`config.mk`:
```
export PLATFORM = sky130hd
export DESIGN_NAME = flash_erase_host
export DESIGN_NICKNAME = d
export VERILOG_FILES = /design/src/flash_host_pkg.sv /design/src/flash_cycle_if.sv /design/src/flash_bus_cycle.sv /design/src/flash_erase_host.sv
export SDC_FILE = /design/constraint.sdc
export NUM_CORES = 1
export LEC_CHECK = 0
export BUFFER_PORTS_ARGS = -buffer_cell sky130_fd_sc_hd__buf_2
export CELL_PAD_IN_SITES_DETAIL_PLACEMENT = 1
export CELL_PAD_IN_SITES_GLOBAL_PLACEMENT = 1
export CORE_MARGIN = 2
export CORE_UTILIZATION = 40
export DETAILED_ROUTE_END_ITERATION = 8
export PLACE_DENSITY_LB_ADDON = 0.15
export RECOVER_POWER = 100
export SYNTH_ARGS = -nofsm -noshare
export SYNTH_HDL_FRONTEND = slang
export SYNTH_HIERARCHICAL = 1
export SYNTH_SLANG_ARGS = --single-unit
```
`constraint.sdc`:
```
create_clock -name clk -period 4.7 [get_ports clk]
set_input_delay 0.235 -clock clk [delete_from_list [all_inputs] [get_ports clk]]
set_output_delay 0.235 -clock clk [all_outputs]
set_load 0.1 [all_outputs]
```
`src/flash_host_pkg.sv`:
```
package flash_host_pkg;

  // ----------------------------------------------------------------
  // clock and pin timing
  // ----------------------------------------------------------------
  localparam int CLK_MHZ      = 125;
  localparam int T_WP_NS      = 35;
  localparam int T_WPH_NS     = 20;
  localparam int T_ACC_NS     = 70;
  localparam int T_WINDOW_US  = 80;
  localparam int T_SUSP_US    = 20;
  localparam int SYNC_CYC     = 3;
  // least times round up, the loading window (a longest time) rounds down
  localparam int WP_CYC       = (T_WP_NS * CLK_MHZ + 999) / 1000;
  localparam int WPH_CYC      = (T_WPH_NS * CLK_MHZ + 999) / 1000;
  localparam int ACC_CYC      = (T_ACC_NS * CLK_MHZ + 999) / 1000;
  localparam int WINDOW_CYC   = T_WINDOW_US * CLK_MHZ;
  localparam int SUSP_CYC     = T_SUSP_US * CLK_MHZ;

  // ----------------------------------------------------------------
  // flash command cycles
  // ----------------------------------------------------------------
  localparam logic [21:0] ADDR_UNLOCK1 = 22'h000555;
  localparam logic [21:0] ADDR_UNLOCK2 = 22'h0002AA;
  localparam logic [21:0] ADDR_ANY     = 22'h000000;
  localparam logic [7:0]  D_UNLOCK1    = 8'hAA;
  localparam logic [7:0]  D_UNLOCK2    = 8'h55;
  localparam logic [7:0]  D_SETUP      = 8'h80;
  localparam logic [7:0]  D_CHIP       = 8'h10;
  localparam logic [7:0]  D_SECTOR     = 8'h30;
  localparam logic [7:0]  D_SUSPEND    = 8'hB0;
  localparam logic [7:0]  D_RESUME     = 8'h30;
  localparam logic [7:0]  D_RESET      = 8'hF0;
  localparam logic [7:0]  D_EXIT1      = 8'h90;
  localparam logic [7:0]  D_EXIT2      = 8'h00;

  // ----------------------------------------------------------------
  // own register map (apb, byte addresses)
  // ----------------------------------------------------------------
  localparam logic [11:0] REG_CTRL     = 12'h000;
  localparam logic [11:0] REG_ADDR     = 12'h004;
  localparam logic [11:0] REG_STATUS   = 12'h008;
  localparam logic [11:0] REG_RDATA    = 12'h00C;
  localparam int          CTRL_RST_BIT = 8;
  localparam int          ST_BUSY      = 0;
  localparam int          ST_WINDOW    = 1;
  localparam int          ST_READY     = 2;
  localparam int          ST_REFUSED   = 3;
  localparam int          ST_SUSP      = 4;

  typedef enum logic [3:0] {
    CMD_NONE    = 4'h0,
    CMD_CHIP    = 4'h1,
    CMD_SECTOR  = 4'h2,
    CMD_ADD     = 4'h3,
    CMD_SUSPEND = 4'h4,
    CMD_RESUME  = 4'h5,
    CMD_RESET   = 4'h6,
    CMD_BYPASS  = 4'h7,
    CMD_READ    = 4'h8
  } cmd_t;

endpackage

```
`src/flash_cycle_if.sv`:
```
`timescale 1ns/1ps
`default_nettype none
interface flash_cycle_if;
  logic        req;
  logic        write;
  logic [21:0] addr;
  logic [15:0] wdata;
  logic        ack;
  logic [15:0] rdata;
  modport master (output req, write, addr, wdata, input ack, rdata);
  modport slave  (input req, write, addr, wdata, output ack, rdata);
endinterface
`default_nettype wire

```
`src/flash_bus_cycle.sv`:
```
`timescale 1ns/1ps
`default_nettype none
module flash_bus_cycle
  import flash_host_pkg::*;
(
  input  wire logic        clk,
  input  wire logic        rst_n,
  flash_cycle_if.slave     bus,
  output logic      [21:0] flash_addr,
  output logic      [15:0] flash_dq_out,
  output logic             flash_dq_oe,
  input  wire logic [15:0] flash_dq_in,
  output logic             flash_ce_n,
  output logic             flash_we_n,
  output logic             flash_oe_n
);

  // ----------------------------------------------------------------
  // state
  // ----------------------------------------------------------------
  typedef enum logic [3:0] {
    CY_IDLE = 4'b0001,
    CY_LOW  = 4'b0010,
    CY_HIGH = 4'b0100,
    CY_READ = 4'b1000
  } cy_t;

  typedef struct packed {
    cy_t         st;
    logic [7:0]  cnt;
    logic [21:0] addr;
    logic [15:0] dq_out;
    logic        dq_oe;
    logic        ce_n;
    logic        we_n;
    logic        oe_n;
    logic [15:0] dq_s1;
    logic [15:0] dq_s2;
    logic [15:0] dq_s3;
    logic [15:0] rdata;
    logic        ack;
  } cyc_state_t;

  cyc_state_t s;
  cyc_state_t next_s;

  always_comb begin
    next_s       = s;
    next_s.ack   = 1'b0;
    next_s.dq_s1 = flash_dq_in;
    next_s.dq_s2 = s.dq_s1;
    next_s.dq_s3 = s.dq_s2;
    unique case (s.st)
      CY_IDLE: begin
        if (bus.req && !s.ack) begin
          next_s.addr = bus.addr;
          next_s.ce_n = 1'b0;
          if (bus.write) begin
            next_s.we_n   = 1'b0;
            next_s.dq_oe  = 1'b1;
            next_s.dq_out = {8'h00, bus.wdata[7:0]};
            next_s.cnt    = 8'(WP_CYC - 1);
            next_s.st     = CY_LOW;
          end else begin
            next_s.oe_n = 1'b0;
            next_s.cnt  = 8'(ACC_CYC + SYNC_CYC - 1);
            next_s.st   = CY_READ;
          end
        end
      end
      CY_LOW: begin
        if (s.cnt == 8'h00) begin
          // rising write strobe latches data and starts device timers
          next_s.we_n = 1'b1;
          next_s.ce_n = 1'b1;
          next_s.cnt  = 8'(WPH_CYC - 1);
          next_s.st   = CY_HIGH;
        end else begin
          next_s.cnt = s.cnt - 8'h01;
        end
      end
      CY_HIGH: begin
        if (s.cnt == 8'h00) begin
          next_s.dq_oe = 1'b0;
          next_s.ack   = 1'b1;
          next_s.st    = CY_IDLE;
        end else begin
          next_s.cnt = s.cnt - 8'h01;
        end
      end
      CY_READ: begin
        if (s.cnt != 8'h00) begin
          next_s.cnt = s.cnt - 8'h01;
        end else if (s.dq_s2 == s.dq_s3) begin
          // a bus still settling is sampled again rather than taken
          next_s.rdata = s.dq_s3;
          next_s.oe_n  = 1'b1;
          next_s.ce_n  = 1'b1;
          next_s.ack   = 1'b1;
          next_s.st    = CY_IDLE;
        end
      end
      default: next_s.st = CY_IDLE;
    endcase
  end

  always_ff @(posedge clk or negedge rst_n) begin
    if (!rst_n) begin
      s <= '{st: CY_IDLE, ce_n: 1'b1, we_n: 1'b1, oe_n: 1'b1, default: '0};
    end else begin
      s <= next_s;
    end
  end

  assign flash_addr   = s.addr;
  assign flash_dq_out = s.dq_out;
  assign flash_dq_oe  = s.dq_oe;
  assign flash_ce_n   = s.ce_n;
  assign flash_we_n   = s.we_n;
  assign flash_oe_n   = s.oe_n;
  assign bus.ack      = s.ack;
  assign bus.rdata    = s.rdata;
endmodule
`default_nettype wire

```
`src/flash_erase_host.sv`:
```
`timescale 1ns/1ps
`default_nettype none
//Function
// - chip erase is six writes: AA@555, 55@2AA, 80@555, AA@555, 55@2AA, 10@555.
// - sector erase is unlock pair, 80, unlock pair, then 30 at sector.
// - host accepts an added sector write only while the window counted down from WINDOW_LIMIT at the previous write's ack is open.
// - host addresses suspend to a bank holding a selected sector; the code sends it to whatever address REG_ADDR holds, unchecked.
// - upper data bits are don't-care in command cycles.
module flash_erase_host
  import flash_host_pkg::*;
#(
  parameter int WINDOW_LIMIT = WINDOW_CYC
) (
  input  wire logic        clk,
  input  wire logic        rst_n,
  input  wire logic        psel,
  input  wire logic        penable,
  input  wire logic        pwrite,
  input  wire logic [11:0] paddr,
  input  wire logic [31:0] pwdata,
  output logic      [31:0] prdata,
  output logic             pready,
  output logic             pslverr,
  output logic      [21:0] flash_addr,
  output logic      [15:0] flash_dq_out,
  output logic             flash_dq_oe,
  input  wire logic [15:0] flash_dq_in,
  output logic             flash_ce_n,
  output logic             flash_we_n,
  output logic             flash_oe_n,
  output logic             flash_reset_n,
  input  wire logic        ready_busy_output
);

  // ----------------------------------------------------------------
  // command table
  // ----------------------------------------------------------------
  function automatic logic [2:0] seq_len(cmd_t c);
    unique case (c)
      CMD_CHIP, CMD_SECTOR: seq_len = 3'd6;
      CMD_BYPASS:           seq_len = 3'd2;
      default:              seq_len = 3'd1;
    endcase
  endfunction

  function automatic logic [29:0] seq_word(cmd_t c, logic [2:0] i, logic [21:0] a);
    logic [29:0] w;
    w = {a, 8'h00};
    unique case (c)
      CMD_CHIP, CMD_SECTOR: begin
        unique case (i)
          3'd0, 3'd3: w = {ADDR_UNLOCK1, D_UNLOCK1};
          3'd1, 3'd4: w = {ADDR_UNLOCK2, D_UNLOCK2};
          3'd2:       w = {ADDR_UNLOCK1, D_SETUP};
          default:    w = (c == CMD_CHIP) ? {ADDR_UNLOCK1, D_CHIP} : {a, D_SECTOR};
        endcase
      end
      CMD_ADD:     w = {a, D_SECTOR};
      CMD_SUSPEND: w = {a, D_SUSPEND};
      CMD_RESUME:  w = {a, D_RESUME};
      CMD_RESET:   w = {ADDR_ANY, D_RESET};
      CMD_BYPASS:  w = (i == 3'd0) ? {ADDR_ANY, D_EXIT1} : {ADDR_ANY, D_EXIT2};
      default:     w = {a, 8'h00};
    endcase
    return w;
  endfunction

  // ----------------------------------------------------------------
  // state
  // ----------------------------------------------------------------
  typedef enum logic [3:0] {
    ST_IDLE  = 4'b0001,
    ST_ISSUE = 4'b0010,
    ST_WAIT  = 4'b0100,
    ST_HOLD  = 4'b1000
  } st_t;

  typedef struct packed {
    st_t         st;
    cmd_t        cmd;
    logic [2:0]  step;
    logic [21:0] addr;
    logic [21:0] seq_addr;
    logic        hw_rst;
    logic [31:0] win_cnt;
    logic        win_open;
    logic        suspended;
    logic        refused;
    logic [11:0] susp_cnt;
    logic [15:0] rdata;
    logic [2:0]  rb_s;
    logic        ready;
    logic        req;
    logic        pready;
    logic        pslverr;
    logic [31:0] prdata;
    logic        pin_rst_n;
  } host_state_t;

  host_state_t s;
  host_state_t next_s;
  logic [29:0] word;
  cmd_t        wcmd;
  logic        last;

  flash_cycle_if bus ();

  assign word      = seq_word(s.cmd, s.step, s.seq_addr);
  assign bus.req   = s.req;
  assign bus.write = (s.cmd != CMD_READ);
  assign bus.addr  = word[29:8];
  assign bus.wdata = {8'h00, word[7:0]};
  assign wcmd      = cmd_t'(pwdata[3:0]);
  assign last      = (s.step == seq_len(s.cmd) - 3'd1);

  always_comb begin
    next_s         = s;
    next_s.pready  = 1'b0;
    next_s.pslverr = 1'b0;
    next_s.rb_s    = {s.rb_s[1:0], ready_busy_output};
    if (s.rb_s[1] == s.rb_s[2]) begin
      next_s.ready = s.rb_s[2];
    end
    // ---------------- loading window timer ----------------
    if (s.win_open) begin
      if (s.win_cnt == 32'h0) begin
        next_s.win_open = 1'b0;
      end else begin
        next_s.win_cnt = s.win_cnt - 32'h1;
      end
    end
    // ---------------- sequencer ----------------
    unique case (s.st)
      ST_IDLE: ;
      ST_ISSUE: begin
        next_s.req = 1'b1;
        next_s.st  = ST_WAIT;
      end
      ST_WAIT: begin
        if (bus.ack) begin
          next_s.req = 1'b0;
          if (s.cmd == CMD_READ) begin
            next_s.rdata = bus.rdata;
          end
          if (!last) begin
            next_s.step = s.step + 3'd1;
            next_s.st   = ST_ISSUE;
          end else if (s.cmd == CMD_SECTOR || s.cmd == CMD_ADD) begin
            // window counts from the cycle ack, which comes WPH_CYC cycles after the strobe rise that closed this write
            next_s.win_open = 1'b1;
            next_s.win_cnt  = 32'(WINDOW_LIMIT);
            next_s.st       = ST_IDLE;
          end else if (s.cmd == CMD_SUSPEND) begin
            // worst-case suspend latency before the bank may be used
            next_s.win_open = 1'b0;
            next_s.susp_cnt = 12'(SUSP_CYC - 1);
            next_s.st       = ST_HOLD;
          end else begin
            if (s.cmd == CMD_RESUME) begin
              next_s.suspended = 1'b0;
            end
            next_s.st = ST_IDLE;
          end
        end
      end
      ST_HOLD: begin
        if (s.susp_cnt == 12'h000) begin
          next_s.suspended = 1'b1;
          next_s.st        = ST_IDLE;
        end else begin
          next_s.susp_cnt = s.susp_cnt - 12'h001;
        end
      end
      default: next_s.st = ST_IDLE;
    endcase
    // ---------------- apb slave ----------------
    if (psel && penable && !s.pready) begin
      next_s.pready = 1'b1;
      next_s.prdata = 32'h0;
      if (pwrite) begin
        unique case (paddr)
          REG_CTRL: begin
            next_s.hw_rst = pwdata[CTRL_RST_BIT];
            if (pwdata[CTRL_RST_BIT]) begin
              // hardware reset aborts any erase in the device
              next_s.win_open  = 1'b0;
              next_s.suspended = 1'b0;
              if (s.st == ST_HOLD) begin
                next_s.st = ST_IDLE;
              end
            end
            if (wcmd != CMD_NONE) begin
              if (s.st != ST_IDLE || s.hw_rst || wcmd > CMD_READ
                  || (wcmd == CMD_ADD && !s.win_open)
                  || (wcmd == CMD_RESUME && !s.suspended)) begin
                next_s.refused = 1'b1;
              end else begin
                next_s.refused  = 1'b0;
                next_s.cmd      = wcmd;
                next_s.step     = 3'd0;
                next_s.seq_addr = s.addr;
                next_s.st       = ST_ISSUE;
                // any command but an add or a read cancels the pending sector set
                if (wcmd != CMD_ADD && wcmd != CMD_SUSPEND && wcmd != CMD_READ) begin
                  next_s.win_open = 1'b0;
                end
                if (wcmd == CMD_SUSPEND) begin
                  next_s.win_open = 1'b0;
                end
              end
            end
          end
          REG_ADDR: next_s.addr = pwdata[21:0];
          default:  next_s.pslverr = 1'b1;
        endcase
      end else begin
        unique case (paddr)
          REG_CTRL:   next_s.prdata = {23'h0, s.hw_rst, 4'h0, s.cmd};
          REG_ADDR:   next_s.prdata = {10'h0, s.addr};
          REG_STATUS: next_s.prdata = {27'h0, s.suspended, s.refused, s.ready, s.win_open,
                                       (s.st != ST_IDLE)};
          REG_RDATA:  next_s.prdata = {16'h0, s.rdata};
          default:    next_s.pslverr = 1'b1;
        endcase
      end
    end
    next_s.pin_rst_n = !next_s.hw_rst;
  end

  always_ff @(posedge clk or negedge rst_n) begin
    if (!rst_n) begin
      s <= '{st: ST_IDLE, cmd: CMD_NONE, ready: 1'b1, rb_s: 3'b111, pin_rst_n: 1'b1,
             default: '0};
    end else begin
      s <= next_s;
    end
  end

  assign prdata        = s.prdata;
  assign pready        = s.pready;
  assign pslverr       = s.pslverr;
  assign flash_reset_n = s.pin_rst_n;

  flash_bus_cycle u_cycle (
    .clk          (clk),
    .rst_n        (rst_n),
    .bus          (bus),
    .flash_addr   (flash_addr),
    .flash_dq_out (flash_dq_out),
    .flash_dq_oe  (flash_dq_oe),
    .flash_dq_in  (flash_dq_in),
    .flash_ce_n   (flash_ce_n),
    .flash_we_n   (flash_we_n),
    .flash_oe_n   (flash_oe_n)
  );
endmodule
`default_nettype wire

```
======== Word level (Yosys, flattened, before mapping) ========
Cells that the tools add are included.
operators by class
  muxes and demuxes ....................... 90
  bitwise logic cells ..................... 2
  $add $sub $neg .......................... 5
  reduce and logical (&&, ||, !) cells .... 52
  shifts and indexed selects .............. 0
  multipliers ............................. 0
  equality and inequality tests ........... 48
  divide/modulo/power cells ............... 0
  $lt $le $gt $ge ......................... 1
operators by type and width
  operator                 count
  $pmux W30 S5             1
  $mux W56                 2
  $mux W34                 3
  $pmux W30 S3             1
  $mux W22                 4
  $pmux W22 S4             1
  $mux W33                 2
  $mux W32                 2
  $mux W12                 5
  $mux W54                 1
  $mux W4                  11
  $mux W11                 3
  $eq A4 B3 Y1 const B     8
  $logic_not A32 Y1        1
  $mux W8                  4
  $pmux W4 S4              2
  $pmux W8 S4              1
  $sub A32 B1 Y32 const B  1
  $mux W30                 1
  $mux W28                 1
  $mux W1                  25
  $eq A12 B4 Y1 const B    2
  $logic_not A12 Y1        2
  $pmux W12 S2             1
  other kinds (46)         113
word-level totals
  memories ................................ 0
  latch bits .............................. 0
  bits in registers ....................... 270
  logic and storage cells ................. 230
  input port bits ......................... 66
  RAM bits ................................ 0
  memory bits (read-only) ................. 0

======== Longest topological paths before layout ========
  depth in word-level cells ............... 16
  gate-level depth with buffers ........... 10

======== Cells and area by module ========
Netlist, hierarchy kept.
modules (own cells, without submodules)
  module            instances  sequential area each (um^2)  area an instance (um^2)  cells each
  flash_erase_host  1          3736.1                       7516.0                   746
  flash_bus_cycle   1          2782.7                       4576.9                   376

======== Worst setup path after synthesis ========
No wires, ideal clock.
  path type ............................... flip-flop to flip-flop
  start point ............................. register s, in the netlist pready
  end point ............................... register s[110] in the netlist's numbering
  path slack .............................. 2.041 ns
  stages on the path, launching flop included .. 8
  data arrival time ....................... 2.534 ns
  path buffers ............................ 1
  library setup time ...................... 0.125 ns
  period minus slack after synthesis ...... 2.659 ns
  cells stage by stage .................... dfrtp_1 nand3b_1 clkinv_1 and3_1 nand3b_1 nor3_1 clkbuf_1 mux2_2
between the ends
  word-level cells in the longest chain between the ends .. 3
ends and longest elaborated chain
  item                                line                     source
  start: declaration                  flash_erase_host.sv:100  host_state_t s;
  start signal: assignment            flash_erase_host.sv:232  s <= '{st: ST_IDLE, cmd: CMD_NONE, ready: 1'b1, rb_s: 3'b111, pin_rst_n: 1'b1,
  start signal: assignment            flash_erase_host.sv:235  s <= next_s;
  $logic_not A1 Y1                    flash_erase_host.sv:177  if (psel && penable && !s.pready) begin
  $logic_and A1 B1 Y1                 flash_erase_host.sv:177
  $reduce_and A5 Y1 (no source line)  --
Every way passes these cells.
A chain may end at the register's enable or synchronous reset.

======== Final worst setup path ========
  start point ............................. register s, in the netlist pready
  end point ............................... register s[125] in the netlist's numbering
Same word-level chain as after synthesis.

==> flow_metrics.tcl <==
set metrics [dict create \
    status "finished, violations left" \
    violations "capacitance limit, slew limit" \
    cts_buffer_depth 3 \
    post_cts_buffers 0 \
    tightest_slew_ps 2228 \
    drcViolationCount 0 \
    root_buffer "clkbuf_16" \
    criticalPathCategory "register to register" \
    postSynth.asyncResetShare_pct 100.0 \
    routed_wl_mm 27.81 \
    grt_usage_pct 18.00 \
    finish.net_count 1277 \
    drt-vias-per-instance 5.050 \
    grt.overflow.total 0 \
    yosys-top-cells-count "dfrtp_1 (250), nand2_1 (145), buf_4 (89)" \
    place_ws_ps 1775 \
    cap_violations 2 \
    cts_sinks 260 \
    maxSlewHeadroom_pct -48.56 \
    critical_path.most_common_cell "nand3b_1" \
    reg2reg_slack_ps 1330 \
    max_freq_ghz 0.2969 \
    chipHeight_um 177.9 \
    synth_seq_cells 260 \
    via_count 8145 \
    diodes 0 \
    synth-main-ff-cell "dfrtp_1" \
    hpwl_mm 18.75 \
    ant_nets 0 \
    timing.final.ws_setup_ps 1331 \
    first_global_vias 8442 \
    start_util_pct 40.69 \
    multi_input_area_sq_um 4606 \
    yosysSeqAreaShare_pct 53.91 \
    port_buffers 114 \
    met1_usage_pct 26.04 \
    regArea_sq_um 6519 \
    layout-drive-gt1-share_pct 17.01 \
    r2r_start "pready" \
    rr_endpoint "s[125]" \
    finalSetupViolCount 0 \
    rows 63 \
    synth_edf_count 0 \
    ys_types 75 \
    cp_slowest_cell "clkbuf_1" \
    area_growth_pct 13.27 \
    arrival_ps 3790 \
    p_leak_nw 6.638 \
    cp_cell_sequence "nand3b_1, clkbuf_1, clkinv_1, and3_1, nand3b_1, nor3_1, buf_4, mux2_1" \
    fin_skew_ps 14.39 \
    die_x_um 177.9 \
    drv_slew 186 \
    startpoint_type "register" \
    fin_area_sq_um 13700 \
    critPathBufInv 3 \
    cts_inserted_buffers 29 \
    required_ps 5130 \
    die_area_sq_um 31640 \
    syn_area_sq_um 12090 \
    core_area_sq_um 29720 \
    period_share_pct 71.67 \
    ir_worst_vdd_v 0.0002895 \
    netlist.top_cell.by_area "dfrtp_1" \
    placed_area_sq_um 12450 \
    hold_viol_final 0 \
    clk_pin_slew_ps 60 \
    cp.depth 8 \
    io_pins 143 \
    syn_inst 1122 \
    power_density_nw_per_um2 357.4 \
    hold_class "primary input to register" \
    grt_setup_unrepaired "false" \
    synth.area.top_cells "dfrtp_1 (52%), mux2_2 (6.7%), buf_4 (5.5%)" \
    cts_tree "yes" \
    setup-tns-final_ps 0 \
    firstDrtPassIters 4 \
    ctsHtreeMaxLevel 1 \
    grt_pass1_wl_mm 45.55 \
    clk-insertion-delay-late_ps 550 \
    drtIter0Drc 368 \
    avgSynthCellArea_sq_um 10.78 \
    grt_max_degree 146 \
    min-delay-start "pwdata[2]" \
    gp_congestion 0.8003 \
    crit_fanout 39 \
    met3_usage_pct 2.485 \
    yosysMostFrequentCell "dfrtp_1" \
    grt_busiest_layer "met2" \
    max_stage_delay_ps 880 \
    synth_warnings 6 \
    yosys.area.top_type_share_pct 51.73 \
    met2_usage_pct 28.39 \
    cp_top_family "buffers and inverters" \
    whs_path_depth 2 \
    worstRegToRegCells 8 \
    antenna_found_initial 1 \
    drt-wirelength-per-cell_um 17.24 \
    fillCellCount 3221 \
    cp-end-kind "register" \
    fin_crit_ps 3369 \
    hold_end "s[128]" \
]
[logic make-up after synthesis]
family	after synthesis	share of synthesized area (%)
mux	87	8.288
flops	260	53.91
fa+ha+maj	12	1.221
simple gates	388	16.35
compound gates	156	8.019
xor+xnor	57	4.128
other cells	2	0.06210
buf+inv	160	8.029
[layout make-up]
type	count	area share, %
clock inverter	15	1.516
sequential	260	47.59
tap	390	3.562
multi-input combinational	718	33.62
timing repair buffer	162	6.905
clock buffer	39	6.010
inverter	29	0.7947
[sequential cells by signal, indices dropped and copies added, names as in the netlist]
name                  count
u_cycle/s                28
pready                    1
prdata                   22
u_cycle/flash_we_n        1
pslverr                   1
u_cycle/next_s           32
u_cycle/bus.rdata        16
s                       121
bus.req                   1
u_cycle/flash_dq_oe       1
u_cycle/bus.ack           1
flash_reset_n             1
next_s                    2
u_cycle/flash_ce_n        1
u_cycle/flash_oe_n        1
u_cycle/flash_addr       22
u_cycle/flash_dq_out      8
[metal layers]
| layer | vias to the layer above | wire, um |
|---|---|---|
| li1 | 3896 | - |
| met4 | 2 | 735 |
| met2 | 119 | 12680 |
| met1 | 4086 | 13480 |
| met5 | - | 7 |
| met3 | 42 | 904 |
[worst max-delay path by stage]
stage                   start                      end  slack (ps)
2_1_floorplan          pready                   s[110]        2040
3_3_place_gp         paddr[9]                   s[143]        1800
3_5_place_dp         paddr[9]                   s[144]        1780
4_1_cts        u_cycle/s[115]  u_cycle/flash_dq_out[4]        1850
5_1_grt                s[153]                    s[70]         970
6_report               pready                   s[125]        1330
[cell usage in the layout, fill, tap and decap left out, types with 10 or more instances in the layout]
| cell | n |
|---|---|
| dlygate4sd3_1 | 39 |
| dfrtp_1 | 250 |
| inv_1 | 28 |
| xnor2_1 | 12 |
| a21o_1 | 10 |
| buf_2 | 54 |
| xor2_1 | 45 |
| clkbuf_16 | 29 |
| nor2b_1 | 18 |
| mux2_2 | 72 |
| ha_1 | 11 |
| nor2_1 | 75 |
| mux2_1 | 12 |
| clkbuf_1 | 68 |
| nand3_1 | 21 |
| a22oi_1 | 14 |
| conb_1 | 18 |
| nor4_1 | 19 |
| nand2b_1 | 16 |
| a21oi_1 | 32 |
| o21ai_0 | 57 |
| nand2_1 | 146 |
| nor3_1 | 21 |
[what timing repair did]
action                    CTS  global route
hold buffers               39             0
hold endpoints to repair  115             0
resized for setup           0             0
[per-stage QoR]
| step | instances | util (%) | hold WS, ps | total power [mW] |
|---|---|---|---|---|
| floorplan | 1138 | - | -60.59 | 2.422 |
| global placement | 1520 | 41.91 | 265.1 | 2.499 |
| detailed placement | 1520 | 41.91 | 264.9 | 2.502 |
| CTS | 1613 | 46.69 | 12.89 | 4.978 |
| global route | 1613 | 46.09 | 34.71 | 5.069 |
| finish | 1613 | 46.09 | 34.15 | 4.895 |
[power breakdown]
group	switching [mW]	leakage, nW	internal (mW)
combinational	0.149	2.70	0.0519
clock	0.918	0.516	1.50
sequential	0.0132	3.42	2.27
total	1.08	6.64	3.82
No activity file was read; power rests on OpenSTA's default activity.
